[config.mk]
export PLATFORM = sky130hd
export DESIGN_NAME = scfm_monitor
export DESIGN_NICKNAME = d
export VERILOG_FILES = /design/src/hw/scfm_pkg.sv /design/src/hw/scfm_count_mem.sv /design/src/hw/scfm_monitor.sv
export VERILOG_INCLUDE_DIRS = /design/src /design/src/hw
export SDC_FILE = /design/constraint.sdc
export NUM_CORES = 1
export LEC_CHECK = 0
export BUFFER_PORTS_ARGS = -buffer_cell sky130_fd_sc_hd__clkbuf_2
export CORE_MARGIN = 3
export CORE_UTILIZATION = 29
export DETAILED_ROUTE_END_ITERATION = 8
export PLACE_DENSITY = 0.43
export SETUP_SLACK_MARGIN = 0.05
export SYNTH_ARGS = -nofsm -noshare
export SYNTH_HDL_FRONTEND = slang
export SYNTH_SLANG_ARGS = --single-unit
[constraint.sdc]
create_clock -name core_clk -period 2.5 [get_ports core_clk]
set_input_delay 0.25 -clock core_clk [delete_from_list [all_inputs] [get_ports core_clk]]
set_output_delay 0.25 -clock core_clk [all_outputs]
set_load 0.05 [all_outputs]
[src/hw/scfm_params.svh]
`ifndef SCFM_PARAMS_SVH
`define SCFM_PARAMS_SVH

// ----------------------------------------------------------------------
// Timing figures and their cycle counts at the core clock.
// ----------------------------------------------------------------------
`define SCFM_CLK_PERIOD_PS   5000
// Earliest legal return after the chain signal goes out (least time).
`define SCFM_EARLY_NS        1000
`define SCFM_EARLY_CYC       (((`SCFM_EARLY_NS * 1000) + `SCFM_CLK_PERIOD_PS - 1) \
                              / `SCFM_CLK_PERIOD_PS)
// Wait for the return before declaring it missing (least time).
`define SCFM_TIMEOUT_US      1000
`define SCFM_TIMEOUT_CYC     (((`SCFM_TIMEOUT_US * 1000000) + `SCFM_CLK_PERIOD_PS - 1) \
                              / `SCFM_CLK_PERIOD_PS)
// Return held low this long counts as stuck (least time).
`define SCFM_STUCK_US        2000
`define SCFM_STUCK_CYC       (((`SCFM_STUCK_US * 1000000) + `SCFM_CLK_PERIOD_PS - 1) \
                              / `SCFM_CLK_PERIOD_PS)
// Settle time of the stop line after each change (least time).
`define SCFM_SETTLE_NS       10000
`define SCFM_SETTLE_CYC      (((`SCFM_SETTLE_NS * 1000) + `SCFM_CLK_PERIOD_PS - 1) \
                              / `SCFM_CLK_PERIOD_PS)

// ----------------------------------------------------------------------
// Sequence and layout figures.
// ----------------------------------------------------------------------
`define SCFM_PASSES          4
`define SCFM_TMR_W           20
`define SCFM_BOX_SHIFT       3
`define SCFM_MEM_DEPTH       8

`endif

[src/hw/scfm_pkg.sv]
package scfm_pkg;

    // ------------------------------------------------------------------
    // Fault codes and sequencer states.
    // ------------------------------------------------------------------
    typedef enum logic [3:0] {
        F_NONE, F_RD_PAR, F_SND_PAR, F_RET_LOW, F_NO_RET,
        F_COUNT, F_UNEXP, F_EARLY, F_STOP_LOCK
    } scfm_fault_e;

    typedef enum logic [2:0] {
        ST_IDLE, ST_STOP_LO, ST_STOP_HI, ST_PASS_RD, ST_PASS_RUN, ST_PASS_END
    } scfm_state_e;

    // ------------------------------------------------------------------
    // Carriers.
    // ------------------------------------------------------------------
    typedef struct packed {
        logic       valid;
        logic       br;
        logic [7:0] data;
        logic       par;
        logic       snd_err;
        logic       motion;
    } scfm_rx_s;

    typedef struct packed {
        logic        valid;
        scfm_fault_e code;
        logic        br;
        logic        located;
        logic [5:0]  box;
        logic [3:0]  giver;
    } scfm_fault_s;

    typedef struct packed {
        scfm_state_e      st;
        logic             br;
        logic [1:0]       pass;
        logic [19:0]      tmr;
        logic [7:0]       cnt;
        logic [1:0]       ret_s1;
        logic [1:0]       ret_s2;
        logic [1:0]       ret_q;
        logic [1:0]       stop_s1;
        logic [1:0]       stop_s2;
        logic [1:0][19:0] stuck;
        logic [1:0]       pend;
        logic [1:0]       chain;
        logic [1:0]       stop_oe;
        logic             busy;
        logic             done;
        scfm_fault_s      flt;
    } scfm_state_s;

endpackage

[src/hw/scfm_count_mem.sv]
`timescale 1ns/1ps
`default_nettype none
`include "scfm_params.svh"

module scfm_count_mem (
    input  wire logic       core_clk,
    input  wire logic       we,
    input  wire logic [2:0] waddr,
    input  wire logic [7:0] wdata,
    input  wire logic [2:0] raddr,
    output logic      [7:0] rdata
);

    // ------------------------------------------------------------------
    // Pass counts per branch; read data is registered.
    // ------------------------------------------------------------------
    logic [7:0] mem [`SCFM_MEM_DEPTH];

    // Write and registered read share the clock; there is no reset, and the compared
    // pass-0 slot is written only when pass 0 ends in a return that is not early.
    always_ff @(posedge core_clk) begin
        if (we) begin
            mem[waddr] <= wdata;
        end
        rdata <= mem[raddr];
    end

endmodule
`default_nettype wire

[src/hw/scfm_monitor.sv]
// Summary of operation
// - Every message in both directions carries even parity, checked by the receiver.
// - A sensor message failing even parity raises a read-parity fault with branch.
// - A sensor reporting our message corrupted raises a send-parity fault with branch.
// - A return line held low continuously raises a return-stuck-low fault.
// - No return after the chain signal goes out raises a missing-return fault.
// - Tests count sensors several times; any differing count raises a count fault.
// - Motion reported during a test raises an unexpected-signal fault.
// - Chain faults carry branch, and box and sensor position when located.
// - A return sooner than expected raises an early-return fault.
// - Tests toggle the stop line; failure to toggle raises a stop-line-locked fault.
`timescale 1ns/1ps
`default_nettype none
`include "scfm_params.svh"

module scfm_monitor
    import scfm_pkg::*;
#(
    parameter logic [19:0] TIMEOUT_CYC = 20'(`SCFM_TIMEOUT_CYC),
    parameter logic [19:0] STUCK_CYC   = 20'(`SCFM_STUCK_CYC)
) (
    input  wire logic        core_clk,
    input  wire logic        rst,
    input  wire logic        test_start,
    input  var  scfm_rx_s    rx,
    input  wire logic [7:0]  tx_data,
    output logic             tx_par,
    output logic [1:0]       chain_req,
    input  wire logic [1:0]  ret_pin,
    output logic [1:0]       stop_out,
    output logic [1:0]       stop_oe,
    input  wire logic [1:0]  stop_in,
    output logic             test_busy,
    output logic             test_done,
    output scfm_fault_s      fault
);

    // ------------------------------------------------------------------
    // Constants and helpers.
    // ------------------------------------------------------------------
    localparam logic [19:0] EARLY_CYC  = 20'(`SCFM_EARLY_CYC);
    localparam logic [19:0] SETTLE_CYC = 20'(`SCFM_SETTLE_CYC);
    localparam logic [1:0]  LAST_PASS  = 2'(`SCFM_PASSES - 1);

    // Builds a fault report; the position is the zero-based chain index.
    function automatic scfm_fault_s mk_fault(input scfm_fault_e code, input logic br,
                                             input logic loc, input logic [7:0] pos);
        scfm_fault_s f;
        f.valid   = 1'b1;
        f.code    = code;
        f.br      = br;
        f.located = loc;
        f.box     = loc ? 6'({1'b0, pos[7:`SCFM_BOX_SHIFT]}) + 6'h01 : 6'h00;
        f.giver   = loc ? 4'({1'b0, pos[`SCFM_BOX_SHIFT-1:0]}) + 4'h1 : 4'h0;
        return f;
    endfunction

    scfm_state_s s;
    scfm_state_s n;
    logic        mem_we;
    logic [7:0]  mem_rd;
    logic [1:0]  ret_fall;
    logic        rx_ok;
    logic        run_ret;
    logic        early_hit;

    scfm_count_mem u_mem (
        .core_clk (core_clk),
        .we       (mem_we),
        .waddr    ({s.br, s.pass}),
        .wdata    (s.cnt),
        .raddr    ({s.br, 2'b00}),
        .rdata    (mem_rd)
    );

    // ------------------------------------------------------------------
    // Outputs and decoded events.
    // ------------------------------------------------------------------
    // outgoing parity
    assign tx_par    = ^tx_data;
    assign chain_req = s.chain;
    assign stop_out  = 2'b00;
    assign stop_oe   = s.stop_oe;
    assign test_busy = s.busy;
    assign test_done = s.done;
    assign fault     = s.flt;
    // The return pulls the line low, so a falling edge marks its arrival.
    assign ret_fall  = s.ret_q & ~s.ret_s2;
    assign rx_ok     = ~^{rx.data, rx.par};
    assign run_ret   = (s.st == ST_PASS_RUN) && ret_fall[s.br];
    assign early_hit = s.tmr > (TIMEOUT_CYC - EARLY_CYC);
    assign mem_we    = run_ret && !early_hit;

    // ------------------------------------------------------------------
    // Next-state logic.
    // ------------------------------------------------------------------
    // Only one fault is reported per cycle; stuck-low reports wait in a
    // pending bit, the rest are rare enough that a collision is accepted.
    always_comb begin
        n         = s;
        n.flt     = '0;
        n.done    = 1'b0;
        n.ret_s1  = ret_pin;
        n.ret_s2  = s.ret_s1;
        n.ret_q   = s.ret_s2;
        n.stop_s1 = stop_in;
        n.stop_s2 = s.stop_s1;
        if (s.tmr != 20'h00000) begin
            n.tmr = s.tmr - 20'h00001;
        end
        if (s.pend[0]) begin
            n.flt = mk_fault(F_RET_LOW, 1'b0, 1'b0, 8'h00);
        end else if (s.pend[1]) begin
            n.flt = mk_fault(F_RET_LOW, 1'b1, 1'b0, 8'h00);
        end
        for (int b = 0; b < 2; b++) begin
            if (ret_fall[b] && !(s.st == ST_PASS_RUN && s.br == 1'(b))) begin
                n.flt = mk_fault(F_EARLY, 1'(b), 1'b0, 8'h00);
            end
        end
        case (s.st)
            ST_IDLE: begin
                if (test_start) begin
                    n.br      = 1'b0;
                    n.busy    = 1'b1;
                    n.stop_oe = 2'b01;
                    n.tmr     = SETTLE_CYC;
                    n.st      = ST_STOP_LO;
                end
            end
            ST_STOP_LO: begin
                if (s.tmr == 20'h00000) begin
                    if (s.stop_s2[s.br]) begin
                        n.flt = mk_fault(F_STOP_LOCK, s.br, 1'b0, 8'h00);
                    end
                    n.stop_oe = 2'b00;
                    n.tmr     = SETTLE_CYC;
                    n.st      = ST_STOP_HI;
                end
            end
            ST_STOP_HI: begin
                if (s.tmr == 20'h00000) begin
                    if (!s.stop_s2[s.br]) begin
                        n.flt = mk_fault(F_STOP_LOCK, s.br, 1'b0, 8'h00);
                    end
                    n.pass = 2'b00;
                    n.st   = ST_PASS_RD;
                end
            end
            ST_PASS_RD: begin
                n.cnt          = 8'h00;
                n.chain[s.br]  = 1'b1;
                n.tmr          = TIMEOUT_CYC;
                n.st           = ST_PASS_RUN;
            end
            ST_PASS_RUN: begin
                if (rx.valid && rx.br == s.br && rx_ok) begin
                    n.cnt = s.cnt + 8'h01;
                    if (rx.motion) begin
                        n.flt = mk_fault(F_UNEXP, s.br, 1'b1, s.cnt);
                    end
                end
                if (run_ret) begin
                    if (early_hit) begin
                        n.flt = mk_fault(F_EARLY, s.br, 1'b0, 8'h00);
                    end else if (s.pass != 2'b00 && s.cnt != mem_rd) begin
                        n.flt = mk_fault(F_COUNT, s.br, 1'b1,
                                         (s.cnt < mem_rd) ? s.cnt : mem_rd);
                    end
                    n.chain = 2'b00;
                    n.st    = ST_PASS_END;
                end else if (s.tmr == 20'h00000) begin
                    // missing return, located at first silent sensor
                    n.flt   = mk_fault(F_NO_RET, s.br, 1'b1, s.cnt);
                    n.chain = 2'b00;
                    n.st    = ST_PASS_END;
                end
            end
            ST_PASS_END: begin
                if (s.pass != LAST_PASS) begin
                    n.pass = s.pass + 2'b01;
                    n.st   = ST_PASS_RD;
                end else if (!s.br) begin
                    n.br      = 1'b1;
                    n.stop_oe = 2'b10;
                    n.tmr     = SETTLE_CYC;
                    n.st      = ST_STOP_LO;
                end else begin
                    n.busy = 1'b0;
                    n.done = 1'b1;
                    n.st   = ST_IDLE;
                end
            end
            default: begin
                n.st = ST_IDLE;
            end
        endcase
        if (rx.valid && !rx_ok) begin
            n.flt = mk_fault(F_RD_PAR, rx.br, 1'b0, 8'h00);
        end else if (rx.valid && rx.snd_err) begin
            n.flt = mk_fault(F_SND_PAR, rx.br, 1'b0, 8'h00);
        end
        // A pending report leaves only when it was the one sent.
        if (n.flt.code == F_RET_LOW) begin
            n.pend[n.flt.br] = 1'b0;
        end
        // stuck-low detection; a new set wins over the clear above
        for (int b = 0; b < 2; b++) begin
            if (s.ret_s2[b]) begin
                n.stuck[b] = 20'h00000;
            end else if (s.stuck[b] != STUCK_CYC) begin
                n.stuck[b] = s.stuck[b] + 20'h00001;
                if (s.stuck[b] == STUCK_CYC - 20'h00001) begin
                    n.pend[b] = 1'b1;
                end
            end
        end
    end

    // State register; return and stop lines idle high after reset.
    always_ff @(posedge core_clk) begin
        if (rst) begin
            s         <= '0;
            s.st      <= ST_IDLE;
            s.ret_s1  <= 2'b11;
            s.ret_s2  <= 2'b11;
            s.ret_q   <= 2'b11;
            s.stop_s1 <= 2'b11;
            s.stop_s2 <= 2'b11;
        end else begin
            s <= n;
        end
    end
endmodule
`default_nettype wire

Yosys cells after proc, flatten, opt, wreduce, memory -nomap -nowiden. Memory sizes are Yosys's and may differ from the RTL's. A register that Yosys moved wholly into a read port is not among the register bits. Index checks and enable logic that the tools add are counted.

Input port bits: 28. Bits in writable memories: 64. Register bits: 109. Memories kept: 1. Output and inout bits: 26. Logic and storage cells: 170.

Muxes and demuxes: 64. $lt $le $gt $ge: 6. Reduce and logical (&&, ||, !) cells: 38. Add/subtract/negate cells: 9. Bitwise operators: 7. Eq/ne operators: 22.

Memory list: u_mem.mem (words 8, width 8, rd ports 1, clocked after memory_dff 1, write ports 1, RTL line scfm_count_mem.sv:17) `` logic [7:0] mem [`SCFM_MEM_DEPTH]; ``.

Operators by type and width (number): 17-bit 2-to-1 mux (16); 20-bit 2-to-1 mux (5); 20-bit one-hot mux with 4 select lines (1); 17-bit one-hot mux with 3 select lines (1); 20-bit by 1-bit adder with 20-bit output (second input constant) (2); 20-bit by 19-bit equality test with 1-bit output (second input constant) (2); 20-bit by 19-bit != test with 1-bit output (second input constant) (2); 20-bit by 18-bit greater-than comparator with 1-bit output (second input constant) (1); 20-bit logical NOT (1); 20-bit nonzero test (1); 20-bit by 1-bit subtractor with 20-bit output (second input constant) (1); 3-bit one-hot mux with 6 select lines (1); 1-bit 2-to-1 mux (16); 8-bit 2-to-1 mux (2); 2-bit != test (second input constant) (8); 8-bit one-hot mux with 2 select lines (1); 3-bit 2-to-1 mux (5); 2-bit 2-to-1 mux (7); 1-bit logical AND (13); 5-bit by 1-bit adder with 6-bit output (second input constant) (2); 9-bit XNOR reduction (1); 3-bit by 1-bit adder with 4-bit output (second input constant) (2); 8-bit by 1-bit adder with 8-bit output (second input constant) (1); 8-bit < comparator (1); 31 further kinds (53).

Longest topological paths before layout.
Word-level depth: 24. Depth in mapped cells: 15. Gate-level depth less buffers: 15.

Hierarchy. A second synthesis with hierarchy kept.

Cells, all modules: 838. Area total of the unflattened synthesis: 8624.5 um^2.

By module, submodules not included: scfm_monitor (cells each 724, sequential area each 2182.1 um^2, times used 1, area each 5933.2 um^2); scfm_count_mem (cells each 114, sequential area each 2082.0 um^2, times used 1, area each 2691.3 um^2).

Worst setup path before layout. Ideal clock, no wire load.

Kind: register to register. Start: register s[95] (netlist name). End: memory u_mem.mem[0][0], enable pin. Cell stages (with the launch flop): 6. Path slack: -205 ps. Clock period less this slack: 2705 ps. Required time: 2105 ps. Arrival: 2310 ps. Library setup time: 395 ps. Path through: dfxtp_1 or4_4 a211oi_1 o31a_2 nand2_1 nor4_1.

Cells in the longest elaborated chain, start to end: 5.

RTL lines: start, declared (RTL line scfm_monitor.sv:58) `scfm_state_s s;`; start signal, assigned (RTL line scfm_monitor.sv:231) `s <= n;`; 20-bit by 18-bit greater-than comparator with 1-bit output (RTL line scfm_monitor.sv:91) `assign early_hit = s.tmr > (TIMEOUT_CYC - EARLY_CYC);`; 1-bit logical NOT (RTL line scfm_monitor.sv:92) `assign mem_we = run_ret && !early_hit;`; 1-bit logical AND (RTL line scfm_monitor.sv:92); 1-bit 2-to-1 mux (RTL line scfm_count_mem.sv:22) `if (we) begin`; 1-bit 2-to-1 mux (implied by the code) (RTL line scfm_count_mem.sv:23) `mem[waddr] <= wdata;`; end, declared (RTL line scfm_count_mem.sv:17).

No other way between the ends.

Worst setup path in the final report.
Start: register s[91] (netlist name). End: register s[23] (netlist name).

Cells in the longest elaborated chain, start to end: 16. Elaborated cells between the ends (all ways): 22. Those cells by class: order compare: 3; eq/ne: 1; mux: 14; bitwise: 2; reduce/logical: 2.

RTL lines: 20-bit by 18-bit greater-than comparator with 1-bit output or 20-bit logical NOT (tied branches); 17-bit 2-to-1 mux (on tied branches) (RTL line scfm_monitor.sv:164, scfm_monitor.sv:172); 17-bit 2-to-1 mux (RTL line scfm_monitor.sv:163) `if (run_ret) begin`; 17-bit one-hot mux with 3 select lines * (RTL line scfm_monitor.sv:121) `case (s.st)`; 17-bit 2-to-1 mux * (RTL line scfm_monitor.sv:200) `end else if (rx.valid && rx.snd_err) begin`; 17-bit 2-to-1 mux * (RTL line scfm_monitor.sv:198) `if (rx.valid && !rx_ok) begin`; 1-bit by 2-bit < comparator with 1-bit output (implied by the code) or 1-bit >= comparator (tied branches) (RTL line scfm_monitor.sv:205) `n.pend[n.flt.br] = 1'b0;`; 1-bit logical AND (implied by the code) (RTL line scfm_monitor.sv:205); 1-bit 2-to-1 mux (implied by the code) (RTL line scfm_monitor.sv:205); 1-bit demux with 1-bit select (RTL line scfm_monitor.sv:205); 2-bit NOT (no source line); 2-bit AND (no source line); 2-bit 2-to-1 mux * (RTL line scfm_monitor.sv:204) `if (n.flt.code == F_RET_LOW) begin`; 1-bit 2-to-1 mux (RTL line scfm_monitor.sv:213) `if (s.stuck[b] == STUCK_CYC - 20'h00001) begin`; 1-bit 2-to-1 mux (RTL line scfm_monitor.sv:211) `end else if (s.stuck[b] != STUCK_CYC) begin`; 1-bit 2-to-1 mux * (RTL line scfm_monitor.sv:209) `if (s.ret_s2[b]) begin`.

Mark *: on every way between the ends. The rest lies on a longest branch, timed or not. A chain may end at the register's enable or synchronous reset.

==> metrics <==
status=complete, but fails checks; failing checks=setup timing; first-pass GRT wire length=between 20000 and 30000 µm; Core Rows=54; Final Cycle Share=102%; final WL=17100 µm; clock latency on the worst-skew pair=420 ps; TritonCTS clock tree=done; reg2reg end=s[23]; layout cells sized above 1=a little over a quarter; Die X=approximately 160 µm; depth of the most critical reg-to-reg path=9; CP Launch Point=s[91]; flops & latches, synth=roughly 130; Place WS=-81.4 ps; core area=22100 µm²; clock buffer count from CTS=17; Synth area leaders=dfxtp_1, edfxtp_1, nor2_1; antenna viol nets, final=0; fillers=~2.2k; library cells used by synthesis=70; Max stage delay on crit path=roughly 390 ps; cells after synthesis=755; Fin. Hold Viols=0; Pwr Total=roughly 6.0 mW; synthesis-to-layout area growth=27.1%; iteration-0 DRC count of the detailed router=approximately 260; Tmin final=around 2500 ps; Synth top area share=35.4%; CTS Hold Bufs=0; die area=24700 µm²; top_reg_cell synth=dfxtp_1; crit path launch type=flip-flop; Pre-Repair DR Iteration Count=5; FF+latch area=~2800 µm²; largest net degree at the start of global routing=23; Worst Skew=around 13 ps; crit path kind=flip-flop to flip-flop; worst path cell trace=or3_4 > or3_4 > nor4_4 > inv_2 > or3_4 > a31o_4 > nor2_4 > nor4b_4 > o31ai_2; Fmax achieved=slightly below 400 MHz; port buffer count=about 50; vias in the first global route=5532; post-DP HPWL=12800 µm; Finished Core Util=roughly two fifths; gr usage total=14.2%; worst vdd ir=between 0.3 and 0.4 mV; total gr overflow=0; CP most frequent cell=or3_4; Setup-failing EPs final=2; fin. max-slew vios=0; commonest non-fill, non-tap cells in the layout=dfxtp_1, nor2_1, buf_4; register area share after synthesis=42.6%; HP Start=stop_in[0]; Data required, critical path=2830 ps; HP Class=primary input to flip-flop; Slew @ Worst Pin=about 550 ps; CP max stage cell=or3_4; setup ws final=-44.3 ps; diode count=0; Setup crit end=s[23]; GP Congestion=about 0.84; Vias/cell=4.84; cell taking the most area after synthesis=dfxtp_1; routed vias=between 5k and 6k; Syn Area/Cell=around 8.8 µm²; reg2reg setup slack=-40 ps; Post-route DRC=0; leakage=3.26 nW; RSZ-0062 raised after global routing=yes; hold path depth=2; area occupied by multi-input gates=approximately 3700 µm²; commonest non-fill, non-tap cell in the layout=dfxtp_1; clk sink count=between 100 and 150; Power Dens Cells=716 nW/µm²; final hold slack=19.4 ps; routed len/inst=about 15 µm; Post-Syn Area=between 6000 and 7000 µm²; Max FO, Critical Path=5; Worst Path Arrival=around 2900 ps; Initial Util=roughly 30%; Clock Tree Root=clkbuf_16; Yosys warnings=0; clock buffer depth=2; CTS H-tree lvls=4; Critical R2R Launch=s[91]; Rel. slew slack=63.2%; Async S/R FF share, synth=0%; Worst setup EP type=flip-flop; Die Span Y=around 160 µm; nets@finish=908; maxcap violations=0; Reg clk slew, reported paths=60 ps; number of flops mapped to enable cells by yosys=16; Top Ports=54; initial antenna violation count=0
[metrics by stage]
stage	instance area, µm²	std cells	setup TNS [ps]
after floorplan	6640	756	-3350
after global placement	7510	1114	-114
after detailed placement	7510	1114	-219
after CTS	8210	1147	-20.2
after global routing	8420	1152	-356
final	8420	1152	-67.6
[report_power, final]
part	switching (mW)	internal, mW
registers	0.0632	2.24
logic	0.553	0.422
clock network	0.962	1.79
total	1.58	4.45
[registers in the layout (all words and copies together), names as in the netlist]
signal,cells
u_mem.mem,16
fault,17
u_mem.rdata,8
test_done,1
chain_req,2
test_busy,1
n,6
s,80
stop_oe,2
[cell families (layout without fill, tap and decap cells)]
family	after synthesis	after routing	synth area share, %
compound gates	123	123	11.6
xor+xnor	73	73	10.1
fa+ha+maj	21	21	3.97
buf+inv	72	188	5.39
flops	133	133	42.6
mux	16	16	2.65
other cells	1	2	0.0566
simple gates	316	316	23.6
[how the worst min path moves through the flow]
stage / end / slack, ps
floorplan: n[65] / 350
global placement: n[69] / 400
detailed placement: s[66] / 400
CTS: n[66] / 1
global route: n[66] / 2
finish: n[65] / 20
[per-layer routing]
layer	part of all wire [%]	GRT usage, %	up-vias
li1	-	-	2806
met1	47	18.7	2662
met4	1.4	4.59	0
met5	0	0	-
met3	3.8	3.13	16
met2	48	23.2	96
[cell usage after synthesis, drive strengths merged, types with 3 or more instances]
cell type    n
o211ai       3
nor4         7
nand4       11
mux2i        7
nand2b       7
o21ai       27
or4          5
ha          21
dfxtp      117
nand2       67
o22ai        3
mux2         9
nand3       41
inv         31
a21oi       47
a31oi        6
a211oi       4
xor2        39
nor3        20
and2         4
clkbuf      16
and3        14
xnor2       32
o31ai        5
nor2        99
or4b         3
o21a         4
buf         25
or3         14
nor2b        5
or2         11
a21o         6
edfxtp      16
[layout make-up]
cell class              count  share of cell area (%)
well taps                 280                    4.16
clock buffers              19                    5.26
multi-input cells         551                    43.4
clock inverters            13                    2.42
flip-flops and latches    133                    33.6
repair buffers            125                    9.77
inverters                  31                    1.38
[worst max-delay path, delay by kind of cell (launching register included)]
family,cells,cell delay (ps)
compound gates,2,410
flops,1,320
buf+inv,1,130
simple gates,6,1590
[repair_timing]
action | in CTS | in global routing
setup buffers | 1 | 5
setup endpoints to repair | 17 | 44
resized for setup | 10 | 42
hold endpoints to repair | 0 | 0
pin swaps | 4 | 26
No activity file was read; power rests on OpenSTA's default activity.
